`src/rtl/pcpm_pkg.sv`:
```
// Constants, enums and carrier types of the power management register bank
// Assumes a 32-bit register port and a single 200 MHz clock domain
package pcpm_pkg;

  // Register byte offsets
  localparam logic [7:0] OFS_CAP = 8'h00;
  localparam logic [7:0] OFS_IRQ_STAT = 8'h04;
  localparam logic [7:0] OFS_IRQ_MASK = 8'h08;
  localparam logic [7:0] OFS_TABLE = 8'h0C;
  localparam logic [7:0] OFS_VARIANT = 8'h10;

  // Capability register field positions
  localparam int STATE_LSB = 0;
  localparam int PME_EN_BIT = 8;
  localparam int SEL_LSB = 9;
  localparam int SCALE_LSB = 13;
  localparam int PME_STAT_BIT = 15;
  localparam int PME_STATES_LSB = 24;

  // Table register layout: entry index and report value
  localparam int TBL_IDX_LSB = 16;
  localparam int TBL_VAL_W = 10;

  // Interrupt status bit positions
  localparam int IRQ_TURNOFF = 0;
  localparam int IRQ_ACK_SENT = 1;
  localparam int IRQ_WAKE = 2;
  localparam int IRQ_STATE_CHG = 3;
  localparam int IRQ_W = 4;

  // Reset values
  localparam logic [1:0] STATE_RST = 2'h0;
  localparam logic [3:0] SEL_RST = 4'h0;
  localparam logic [7:0] PME_STATES_RST = 8'h00;
  localparam logic [IRQ_W-1:0] MASK_RST = 4'h0;

  // Power states carried in the two-bit state field
  typedef enum logic [1:0] {
    PCPM_D0 = 2'h0,
    PCPM_D1 = 2'h1,
    PCPM_D2 = 2'h2,
    PCPM_D3 = 2'h3
  } pcpm_pstate_e;

  // Multiplier codes in the low bits of a report entry
  typedef enum logic [1:0] {
    PCPM_SCALE_UNKNOWN = 2'h0,
    PCPM_SCALE_TENTH = 2'h1,
    PCPM_SCALE_HUNDREDTH = 2'h2,
    PCPM_SCALE_THOUSANDTH = 2'h3
  } pcpm_scale_e;

  // Auxiliary power type reported by the board
  typedef enum logic [1:0] {
    PCPM_TYPE_NONE = 2'h0,
    PCPM_TYPE_AUX = 2'h1,
    PCPM_TYPE_PME_AUX = 2'h2,
    PCPM_TYPE_OTHER = 2'h3
  } pcpm_ptype_e;

  // One register port request
  typedef struct packed {
    logic [7:0] addr;
    logic [31:0] wdata;
    logic wr;
    logic rd;
  } pcpm_bus_s;

endpackage : pcpm_pkg

```
`src/rtl/pcpm_rst_sync.sv`:
```
// Reset release synchroniser for the power management block
// Assumes rstn may drop at any time; release is aligned to mclk
`timescale 1ns/10ps
module pcpm_rst_sync (
  // Clock and raw reset
  input wire logic mclk,
  input wire logic rstn,
  // Synchronised reset
  output logic rst_sync_n
);

  logic meta_r;

  // Two stages so that release never lands near a clock edge
  always_ff @(posedge mclk or negedge rstn) begin
    if (!rstn) begin
      meta_r <= 1'b0;
      rst_sync_n <= 1'b0;
    end else begin
      meta_r <= 1'b1;
      rst_sync_n <= meta_r;
    end
  end

endmodule : pcpm_rst_sync

```
`src/rtl/pcpm_turnoff.sv`:
```
// Turn-off handshake: notice on a received turn-off message, then ack
// Assumes the link layer flags each received message with a one-cycle pulse
`timescale 1ns/10ps
module pcpm_turnoff (
  // Clock and reset
  input wire logic mclk,
  input wire logic rst_n,
  // Link side
  input wire logic turnoff_msg_rx,
  output logic turnoff_ack_msg,
  // Application side
  output logic turnoff_notice_pulse,
  input wire logic turnoff_ack_request
);

  typedef enum logic [2:0] {
    TO_IDLE = 3'b001,
    TO_WAIT = 3'b010,
    TO_ACK = 3'b100
  } pcpm_to_e;

  pcpm_to_e state_r;

  // One notice per message, one cycle wide
  always_ff @(posedge mclk or negedge rst_n) begin
    if (!rst_n) turnoff_notice_pulse <= 1'b0;
    else turnoff_notice_pulse <= turnoff_msg_rx;
  end

  // An ack is sent only after a notice; stray requests are ignored
  always_ff @(posedge mclk or negedge rst_n) begin
    if (!rst_n) begin
      state_r <= TO_IDLE;
      turnoff_ack_msg <= 1'b0;
    end else begin
      turnoff_ack_msg <= 1'b0;
      case (state_r)
        TO_IDLE: if (turnoff_msg_rx) state_r <= TO_WAIT;
        TO_WAIT: begin
          if (turnoff_ack_request) begin
            turnoff_ack_msg <= 1'b1;
            state_r <= TO_ACK;
          end
        end
        TO_ACK: state_r <= turnoff_msg_rx ? TO_WAIT : TO_IDLE;
        default: state_r <= TO_IDLE;
      endcase
    end
  end
endmodule : pcpm_turnoff

```
`src/rtl/pcpm_top.sv`:
```
// Power management capability register bank of a PCIe endpoint
// Assumes a simple one-cycle register port and a link layer that
// flags turn-off messages and accepts wake and ack message strobes.
//
// Functional notes
// - State field bits 1:0 encode D0, D1, D2, D3.
// - State 3 means D3-Cold with aux power types, else D3-Hot.
// - Enable bit 8 allows or forbids the wake message.
// - Status bit 15 sets on every wake event, enable or not.
// - Scale bits 14:13 give the multiplier and ignore writes.
// - Selector bits 12:9 choose the reported power data entry.
// - Bits 31:24 report states able to send the wake message.
// - A received turn-off message raises the turn-off notice.
// - The notice is one cycle wide, once per message.
// - Report low bits code scale: unknown, 0.1, 0.01, 0.001.
// - Completer-only variant never initiates requests.
// - Only full variant reports the transmit width in the variant word.
// - Bus ports follow the published transfer handshake.
`timescale 1ns/10ps
module pcpm_top #(
  parameter bit FULL_FEATURED = 1'b1,
  parameter int TX_WIDTH = 64,
  parameter logic [7:0] PME_STATES = pcpm_pkg::PME_STATES_RST
) (
  // Clock and reset
  input wire logic mclk,
  input wire logic rstn,
  // Register port
  input pcpm_pkg::pcpm_bus_s bus,
  output logic [31:0] rdata_r,
  // Link layer
  input wire logic turnoff_msg_rx,
  output logic turnoff_ack_msg,
  output logic pme_msg_req,
  // Application side
  output logic turnoff_notice_pulse,
  input wire logic turnoff_ack_request,
  input wire logic wake_event,
  input wire pcpm_pkg::pcpm_ptype_e power_type,
  output logic [1:0] power_state_field,
  output logic d3_cold_r,
  output logic d3_hot_r,
  output logic [9:0] power_report_bus,
  // Interrupt
  output logic irq_r
);
  import pcpm_pkg::*;

  logic rst_n;
  logic [1:0] state_r;
  logic pme_en_r;
  logic pme_stat_r;
  logic [3:0] sel_r;
  logic [TBL_VAL_W-1:0] tbl_r [16];
  logic [IRQ_W-1:0] irq_stat_r;
  logic [IRQ_W-1:0] irq_mask_r;
  logic [IRQ_W-1:0] irq_set;
  logic wake_d_r;
  logic wake_rise;
  logic [15:0] tbl_seen_r;
  logic notice_int;
  logic ack_int;
  logic wr_cap;
  logic wr_stat;
  logic wr_mask;
  logic wr_tbl;
  logic [TBL_VAL_W-1:0] cur_entry;
  logic [1:0] scale_q;
  logic [31:0] cap_word;
  logic [31:0] rdata_nxt;
  logic [7:0] variant_word;

  // Reset release through two flops
  pcpm_rst_sync u_rst (
    .mclk(mclk),
    .rstn(rstn),
    .rst_sync_n(rst_n)
  );

  // Turn-off notice and ack handshake
  pcpm_turnoff u_turnoff (
    .mclk(mclk),
    .rst_n(rst_n),
    .turnoff_msg_rx(turnoff_msg_rx),
    .turnoff_ack_msg(ack_int),
    .turnoff_notice_pulse(notice_int),
    .turnoff_ack_request(turnoff_ack_request)
  );

  assign turnoff_notice_pulse = notice_int;
  assign turnoff_ack_msg = ack_int;

  // Write decode; the port never stalls, unmapped writes are dropped
  assign wr_cap = bus.wr && bus.addr == OFS_CAP;
  assign wr_stat = bus.wr && bus.addr == OFS_IRQ_STAT;
  assign wr_mask = bus.wr && bus.addr == OFS_IRQ_MASK;
  assign wr_tbl = bus.wr && bus.addr == OFS_TABLE;

  // Wake input is edge sensitive, so only the rising edge counts
  assign wake_rise = wake_event && !wake_d_r;

  always_ff @(posedge mclk or negedge rst_n) begin
    if (!rst_n) wake_d_r <= 1'b0;
    else wake_d_r <= wake_event;
  end

  // Power state and enable; only writable fields take bus data
  always_ff @(posedge mclk or negedge rst_n) begin
    if (!rst_n) begin
      state_r <= STATE_RST;
      pme_en_r <= 1'b0;
      sel_r <= SEL_RST;
    end else if (wr_cap) begin
      state_r <= bus.wdata[STATE_LSB +: 2];
      pme_en_r <= bus.wdata[PME_EN_BIT];
      sel_r <= bus.wdata[SEL_LSB +: 4];
    end
  end

  // Wake status is sticky, write one clears, a new event wins the clear
  always_ff @(posedge mclk or negedge rst_n) begin
    if (!rst_n) pme_stat_r <= 1'b0;
    else if (wake_rise) pme_stat_r <= 1'b1;
    else if (wr_cap && bus.wdata[PME_STAT_BIT]) pme_stat_r <= 1'b0;
  end

  // Wake message goes out only when enabled and allowed to initiate
  always_ff @(posedge mclk or negedge rst_n) begin
    if (!rst_n) pme_msg_req <= 1'b0;
    else pme_msg_req <= wake_rise && pme_en_r && FULL_FEATURED;
  end

  // Report table written by software; no reset needed for data storage
  always_ff @(posedge mclk) begin
    if (wr_tbl) tbl_r[bus.wdata[TBL_IDX_LSB +: 4]] <= bus.wdata[TBL_VAL_W-1:0];
  end

  // Entries that software has filled; the table itself has no reset
  always_ff @(posedge mclk or negedge rst_n) begin
    if (!rst_n) tbl_seen_r <= '0;
    else if (wr_tbl) tbl_seen_r[bus.wdata[TBL_IDX_LSB +: 4]] <= 1'b1;
  end

  // Selected entry drives the report bus and the read-only scale field
  assign cur_entry = tbl_r[sel_r];
  assign scale_q = cur_entry[1:0];

  always_ff @(posedge mclk or negedge rst_n) begin
    if (!rst_n) power_report_bus <= '0;
    else power_report_bus <= cur_entry;
  end

  // D3 flavour depends on the aux power type
  always_ff @(posedge mclk or negedge rst_n) begin
    if (!rst_n) begin
      d3_cold_r <= 1'b0;
      d3_hot_r <= 1'b0;
      power_state_field <= STATE_RST;
    end else begin
      power_state_field <= state_r;
      d3_cold_r <= state_r == PCPM_D3 && (power_type == PCPM_TYPE_AUX ||
                   power_type == PCPM_TYPE_PME_AUX);
      d3_hot_r <= state_r == PCPM_D3 && power_type != PCPM_TYPE_AUX &&
                  power_type != PCPM_TYPE_PME_AUX;
    end
  end

  // Capability word as software sees it; reserved bits stay zero
  always_comb begin
    cap_word = '0;
    cap_word[STATE_LSB +: 2] = state_r;
    cap_word[PME_EN_BIT] = pme_en_r;
    cap_word[SEL_LSB +: 4] = sel_r;
    cap_word[SCALE_LSB +: 2] = scale_q;
    cap_word[PME_STAT_BIT] = pme_stat_r;
    cap_word[PME_STATES_LSB +: 8] = PME_STATES;
  end

  // Variant word: bit 0 full featured, bits 7:1 transmit width / 8
  assign variant_word = FULL_FEATURED ?
    {7'(TX_WIDTH / 8), 1'b1} : 8'h00;

  // Interrupt events
  always_comb begin
    irq_set = '0;
    irq_set[IRQ_TURNOFF] = notice_int;
    irq_set[IRQ_ACK_SENT] = ack_int;
    irq_set[IRQ_WAKE] = wake_rise;
    irq_set[IRQ_STATE_CHG] = wr_cap && bus.wdata[1:0] != state_r;
  end

  // Sticky status, write one to clear, new event beats the clear
  always_ff @(posedge mclk or negedge rst_n) begin
    if (!rst_n) irq_stat_r <= '0;
    else if (wr_stat) irq_stat_r <= (irq_stat_r & ~bus.wdata[IRQ_W-1:0])
                                    | irq_set;
    else irq_stat_r <= irq_stat_r | irq_set;
  end

  always_ff @(posedge mclk or negedge rst_n) begin
    if (!rst_n) irq_mask_r <= MASK_RST;
    else if (wr_mask) irq_mask_r <= bus.wdata[IRQ_W-1:0];
  end

  // Level interrupt, one flop behind the status for a clean output
  always_ff @(posedge mclk or negedge rst_n) begin
    if (!rst_n) irq_r <= 1'b0;
    else irq_r <= |(irq_stat_r & irq_mask_r);
  end

  // Read mux; unmapped addresses read zero
  always_comb begin
    rdata_nxt = '0;
    case (bus.addr)
      OFS_CAP: rdata_nxt = cap_word;
      OFS_IRQ_STAT: rdata_nxt = 32'(irq_stat_r);
      OFS_IRQ_MASK: rdata_nxt = 32'(irq_mask_r);
      OFS_TABLE: rdata_nxt = {12'h000, sel_r, 6'h00, cur_entry};
      OFS_VARIANT: rdata_nxt = 32'(variant_word);
      default: rdata_nxt = '0;
    endcase
  end

  // Read data stand only in the cycle after the strobe
  always_ff @(posedge mclk or negedge rst_n) begin
    if (!rst_n) rdata_r <= '0;
    else if (bus.rd) rdata_r <= rdata_nxt;
    else rdata_r <= '0;
  end
endmodule : pcpm_top

```
`config.mk`:
```
export PLATFORM = sky130hd
export DESIGN_NAME = pcpm_top
export DESIGN_NICKNAME = d
export VERILOG_FILES = /design/src/rtl/pcpm_pkg.sv /design/src/rtl/pcpm_rst_sync.sv /design/src/rtl/pcpm_turnoff.sv /design/src/rtl/pcpm_top.sv
export SDC_FILE = /design/constraint.sdc
export NUM_CORES = 1
export LEC_CHECK = 0
export ABC_AREA = 1
export BUFFER_PORTS_ARGS = -buffer_cell sky130_fd_sc_hd__buf_2
export CAP_MARGIN = 20
export CORE_UTILIZATION = 58
export DETAILED_ROUTE_END_ITERATION = 12
export PLACE_DENSITY = 0.79
export SLEW_MARGIN = 20
export SYNTH_ARGS = -nofsm -noshare
export SYNTH_HDL_FRONTEND = slang
export SYNTH_SLANG_ARGS = --single-unit
```
`constraint.sdc`:
```
create_clock -name mclk -period 2.3 [get_ports mclk]
set_input_delay 0.46 -clock mclk [delete_from_list [all_inputs] [get_ports mclk]]
set_output_delay 0.46 -clock mclk [all_outputs]
set_load 0.01 [all_outputs]
```
== Word level (Yosys, flattened, before mapping) ==
Memories as Yosys holds them, arrays and structs flattened.
Cells that the tools add are included.

* Bits in registers: 72
* Latch bits: 0
* Bits in writable memories: 160
* ROM bits: 0
* Input port bits: 49
* Output and inout port bits: 50
* Logic and storage cells: 70
* Memories: 1

{| class="wikitable"
|+ Memory list
! memory !! words !! width !! rd ports !! clocked after Yosys merged registers in !! write ports !! RTL line !! source
|-
| tbl_r || 16 || 10 || 1 || 0 || 1 || pcpm_top.sv:54 || <nowiki>logic [TBL_VAL_W-1:0] tbl_r [16];</nowiki>
|}

* Add/subtract/negate cells: 0
* Multiply operators: 0
* Divide/modulo/power cells: 0
* Magnitude comparators: 0
* Eq/ne operators: 15
* Shifts and indexed selects: 0
* Mux-type cells: 13
* Bitwise logic cells: 5
* Reduce and logical (&&, ||, !) cells: 17

{| class="wikitable"
|+ Operators with widths
! kind !! number
|-
| $pmux 20 s5 || 1
|-
| $mux 32 || 1
|-
| $eq 8x4->1 const B || 2
|-
| $logic_and 1x1->1 || 11
|-
| $pmux 3 s3 || 1
|-
| $and 4x4->4 || 2
|-
| $eq 8x3->1 const B || 1
|-
| $eq 8x5->1 const B || 1
|-
| $logic_not 8->1 || 1
|-
| $or 4x4->4 || 2
|-
| $mux 1 || 6
|-
| $mux 3 || 2
|-
| $ne 2x2->1 const B || 3
|-
| $eq 2x2->1 const B || 2
|-
| $mux 4 || 1
|-
| $not 4->4 || 1
|-
| $reduce_or 4->1 || 1
|-
| $eq 3x1->1 const B || 1
|-
| $eq 3x2->1 const B || 1
|-
| $eq 3x3->1 const B || 1
|-
| $eq 2x1->1 const B || 1
|-
| $mux 2 || 1
|-
| $ne 2x1->1 const B || 1
|-
| $ne 2x2->1 || 1
|-
| 4 further kinds || 4
|}

== Longest topological paths before layout ==
* Depth after elaboration: 5
* Gate-level depth with buffers: 10
* Mapped depth without buffers: 9

== Cells and area by module ==
A second synthesis with hierarchy kept.

* Cell total of the unflattened synthesis: 852
* Area total of the unflattened synthesis: 9136.3 um2

{| class="wikitable"
|+ By module, submodules not included
! module !! times used !! cells an instance !! area an instance (um2) !! sequential area each (um2)
|-
| pcpm_top || 1 || 825 || 8872.3 || 6130.9
|-
| pcpm_turnoff || 1 || 24 || 210.2 || 126.4
|-
| pcpm_rst_sync || 1 || 3 || 53.8 || 50.0
|}

== Least setup slack after synthesis ==
OpenSTA, ideal clock, no wires.

* Path kind: input-to-reg
* From: input bus[39] in the netlist's numbering
* To: memory tbl_r[0][0], enable pin
* Setup time: 0.376 ns
* Data arrival time: 1.823 ns
* Data required time: 1.924 ns
* Setup slack: 0.101 ns
* Stages: 7
* Path buffers: 0
* Cell sequence: nor2_2 nand2_2 nor2_4 nand3_4 nor3b_4 nand3_1 nor2_1

* Word-level cells in the longest chain between the ends: 4

{| class="wikitable"
|+ RTL lines
! what !! RTL line !! source
|-
| start, declared || pcpm_top.sv:29 || <nowiki>input pcpm_pkg::pcpm_bus_s bus,</nowiki>
|-
| $eq 8x4->1 || pcpm_top.sv:97 || <nowiki>assign wr_tbl = bus.wr && bus.addr == OFS_TABLE;</nowiki>
|-
| $logic_and 1x1->1 || pcpm_top.sv:97 ||
|-
| $mux 1 || pcpm_top.sv:135 || <nowiki>if (wr_tbl) tbl_r[bus.wdata[TBL_IDX_LSB +: 4]] <= bus.wdata[TBL_VAL_W-1:0];</nowiki>
|-
| $mux 1 (implied by the code) || pcpm_top.sv:135 ||
|-
| end, declared || pcpm_top.sv:54 ||
|}

No other way between the ends.

== Final worst setup path ==
* From: register sel_r[0]
* To: register rdata_r[1]

* Word-level cells in the longest chain between the ends: 3

{| class="wikitable"
|+ RTL lines
! what !! RTL line !! source
|-
| start, declared || pcpm_top.sv:53 || <nowiki>logic [3:0] sel_r;</nowiki>
|-
| start signal, assigned || pcpm_top.sv:116 || <nowiki>sel_r <= bus.wdata[SEL_LSB +: 4];</nowiki>
|-
| $mem_v2 16x10 || - ||
|-
| via cur_entry[1] || pcpm_top.sv:67 || <nowiki>logic [TBL_VAL_W-1:0] cur_entry;</nowiki>
|-
| $pmux 20 s5 || pcpm_top.sv:214 || <nowiki>case (bus.addr)</nowiki>
|-
| $mux 32 || pcpm_top.sv:227 || <nowiki>else if (bus.rd) rdata_r <= rdata_nxt;</nowiki>
|-
| end signal, assigned || pcpm_top.sv:227 ||
|-
| end, declared || pcpm_top.sv:30 || <nowiki>output logic [31:0] rdata_r,</nowiki>
|}

The timed path passes the listed nets, and every way through them passes these cells.
A chain may end at the register's enable or synchronous reset.

==> impl_metrics.csv <==
group,metric,value,unit
logic_synthesis,syn_inst,846,
worst_setup_path,reg2reg_slack,0.42,ns
worst_setup_path,worstReg2RegEnd,"rdata_r[1]",
worst_setup_path,crit_start,"sel_r[0]",
timing,maxSlewHeadroom,0.538,
floorplanning,io-pin-count,99,
drt,drcViolationCount,0,
timing,finalHoldViolations,0,
power_and_ir_drop,internal-power,6610,uW
drt,via_count,6211,
drt,routed_wl,19600,um
clock_tree,post_cts_resized,0,
drt,drtAntennaViolNets,0,
final_layout,diodes,0,
flow_run,maxCapViolCount,0,
worst_setup_path,crit_type,"reg2reg",
clock_tree,root_buffer,"clkbuf_16",
power_and_ir_drop,netSwitchingFraction,0.213,
power_and_ir_drop,power,8410,uW
floorplanning,core-area,15300,um^2
worst_setup_path,cp.arrival,2.30,ns
clock_tree,cts_setup_buffers,0,
placement,io_buffer_count,72,
clock_tree,cts_buffers,22,
global_route,grt_remaining_overflow,0,
placement,hpwl,12300,um
clock_tree,cts_sinks,220,
final_layout,final_nets,992,
drt,wire_per_inst,16.7,um
global_route,antenna_found_initial,0,
global_route,grt_max_degree,86,
global_route,grt_pass1_vias,5893,
worst_setup_path,endpoint,"rdata_r[1]",
power_and_ir_drop,p_per_area,797,nW/um^2
logic_synthesis,synthesis.area,9110,um^2
clock_tree,ctsLongestPathBuffers,3,
timing,tightest_slew,0.693,ns
drt,drt_first_iter_violations,401,
status,status,"completed",
clock_tree,clk_pin_slew,0.06,ns
timing,finalSetupViolCount,0,
logic_synthesis,synth_enable_flop_cells,160,
worst_setup_path,start_kind,"flop",
power_and_ir_drop,power_switching,1790,uW
clock_tree,clkLatencyLatePin,0.50,ns
floorplanning,initial_utilization,0.597,
power_and_ir_drop,p_leak,0.00467,uW
logic_synthesis,yosysWarnings,0,
final_layout,finalCoreUtilization,0.691,
worst_setup_path,r2r-start,"sel_r[0]",
clock_tree,htreeDepth,1,
timing,timing.setup.tns,0,ns
timing,fin_crit_sh,0.819,
timing,layout_min_cycle_time,1.88,ns
timing,finalMaxSlewViolations,0,
logic_synthesis,synthArstFlopShare,0.273,
power_and_ir_drop,power_frac_seq,0.519,
timing,max_freq,531,MHz
placement,place_congestion,0.904,
worst_setup_path,end_kind,"flop",
power_and_ir_drop,ir_drop,0.745,mV
global_route,grt_pass1_wl,30800,um
final_layout,area_delta_synth_final,15.8,%
floorplanning,die_w,127,um
floorplanning,die_h,127,um
placement,dp_cells,1127,
worst_setup_path,path_max_fanout,15,
final_layout,final_layout_size_suffix_gt1_frac,0.157,
timing,finalClockSkew,0.0115,ns
power_and_ir_drop,clkPwrFrac,0.420,
floorplanning,rows,45,
power_and_ir_drop,p_comb_frac,0.061,
logic_synthesis,ys_seq_area_frac,0.693,
drt,drt_pass1_iterations,5,
worst_setup_path,reg2regPathDepth,10,
logic_synthesis,syn-mean-instance-area,10.8,um^2
worst_setup_path,required,2.72,ns
worst_hold_path,hold_class,"in2reg",
drt,vias_per_cell,5.32,
global_route,grtUsageTotal,0.251,
final_layout,final_cells,1168,
timing,rsz0062_at_grt,"no",
logic_synthesis,ys_types,32,
clock_tree,cts_tree,"yes",
logic_synthesis,synth_seq_cells,220,
floorplanning,die_area,16200,um^2
logic_synthesis,synthFlopType,"edfxtp_1",
how the worst min path moves through the flow:
stage                        end        from  cells after the start
floorplan           u_rst.meta_r        rstn                      0
global placement    u_rst.meta_r        rstn                      1
detailed placement  u_rst.meta_r        rstn                      1
CTS                     wake_d_r  wake_event                      1
global route            wake_d_r  wake_event                      1
finish                  wake_d_r  wake_event                      1
cell usage in the layout (no fill, tap or decap), types with 3 or more instances in the layout:
| cell | instances |
|---|---|
| nand2_1 | 191 |
| edfxtp_1 | 160 |
| inv_1 | 120 |
| nand3_1 | 102 |
| buf_2 | 72 |
| nor2_1 | 69 |
| dfrtp_1 | 57 |
| o21ai_0 | 36 |
| buf_4 | 28 |
| clkbuf_16 | 23 |
| a21oi_1 | 22 |
| conb_1 | 13 |
| o211ai_1 | 12 |
| clkbuf_1 | 9 |
| nor3_1 | 4 |
| buf_12 | 4 |
| clkinv_2 | 3 |
power groups by stage:
stage	Clock [uW]	Combinational, uW	Sequential (uW)
after floorplan	0	276	4470
after global placement	0	491	4440
after detailed placement	0	506	4440
after CTS	3570	514	4360
after global routing	3690	570	4370
final	3530	513	4360
layout make-up:
cell class,count,area [um^2]
Inverter,122,458
Clock buffer,34,637
Sequential cell,220,6310
Fill cell,1083,4710
Tap cell,211,264
Clock inverter,6,78.8
Timing Repair Buffer,105,661
Multi-Input combinational cell,470,2140
state kept, by name, summed over array words and instances (netlist names), 2 cells and up:
signal	flops
rdata_r	20
sel_r	4
power_state_field	2
u_turnoff.state_r	3
irq_stat_r	4
power_report_bus	10
tbl_r	160
state_r	2
irq_mask_r	4
Yosys cell counts (4+ instances only):
cell type  count  area (um^2)
clkbuf_1      16         60.1
edfxtp_1     160         4800
nor2_1        69          259
buf_4         16          120
inv_1        120          450
nand3_1      102          510
dfrtp_1       59         1480
buf_2         13         65.1
nor3_1         4         20.0
a21oi_1       22          110
nand2_1      191          717
o211ai_1      12         90.1
o21ai_0       36          180
layer usage:
| metal | wire, um | global-route usage | up-vias | share of wire |
|---|---|---|---|---|
| li1 | - | - | 2943 | - |
| met5 | 0 | 0 | - | 0 |
| met3 | 1690 | 0.0536 | 41 | 0.086 |
| met1 | 7950 | 0.340 | 2922 | 0.41 |
| met4 | 537 | 0.0917 | 0 | 0.027 |
| met2 | 9380 | 0.404 | 305 | 0.48 |
worst max-delay path, stage by stage (launching register included):
cell and delay, ns:
dfrtp_2 0.43, inv_2 0.27, buf_4 0.24, nand2_1 0.07
nand2_1 0.06, nand2_1 0.06, nand3_1 0.10, nand3_1 0.17
nand2_1 0.19, nand2_1 0.06, a21oi_1 0.14
metrics by stage:
| step | hold slack [ns] | cell area, um^2 | setup slack [ns] |
|---|---|---|---|
| 4_1_cts | 0.0688 | 10500 | 0.436 |
| 2_1_floorplan | 0.164 | 9150 | 0.101 |
| 3_3_place_gp | 0.245 | 9820 | 0.112 |
| 3_5_place_dp | 0.247 | 9820 | 0.0528 |
| 5_1_grt | 0.0761 | 10500 | 0.286 |
| 6_report | 0.0804 | 10500 | 0.417 |
repair_timing:
item,4_1_cts,5_1_grt
endpoints found under the setup margin,0,0
endpoints found under the hold margin,2,0
hold buffers,1,0
cells by family (layout without fill, tap and decap cells):
kind of cell | after synthesis | after routing | synth area share
XOR/XNOR | 1 | 1 | 0.000962
adder cells (fa/ha/maj) | 2 | 2 | 0.00275
AO/OA/AOI/OAI | 75 | 75 | 0.0456
AND/OR/NAND/NOR | 379 | 379 | 0.180
other | 2 | 13 | 0.000825
flip-flops | 220 | 220 | 0.693
buffers and inverters | 167 | 267 | 0.0772
(Power assumes the default switching activity.)
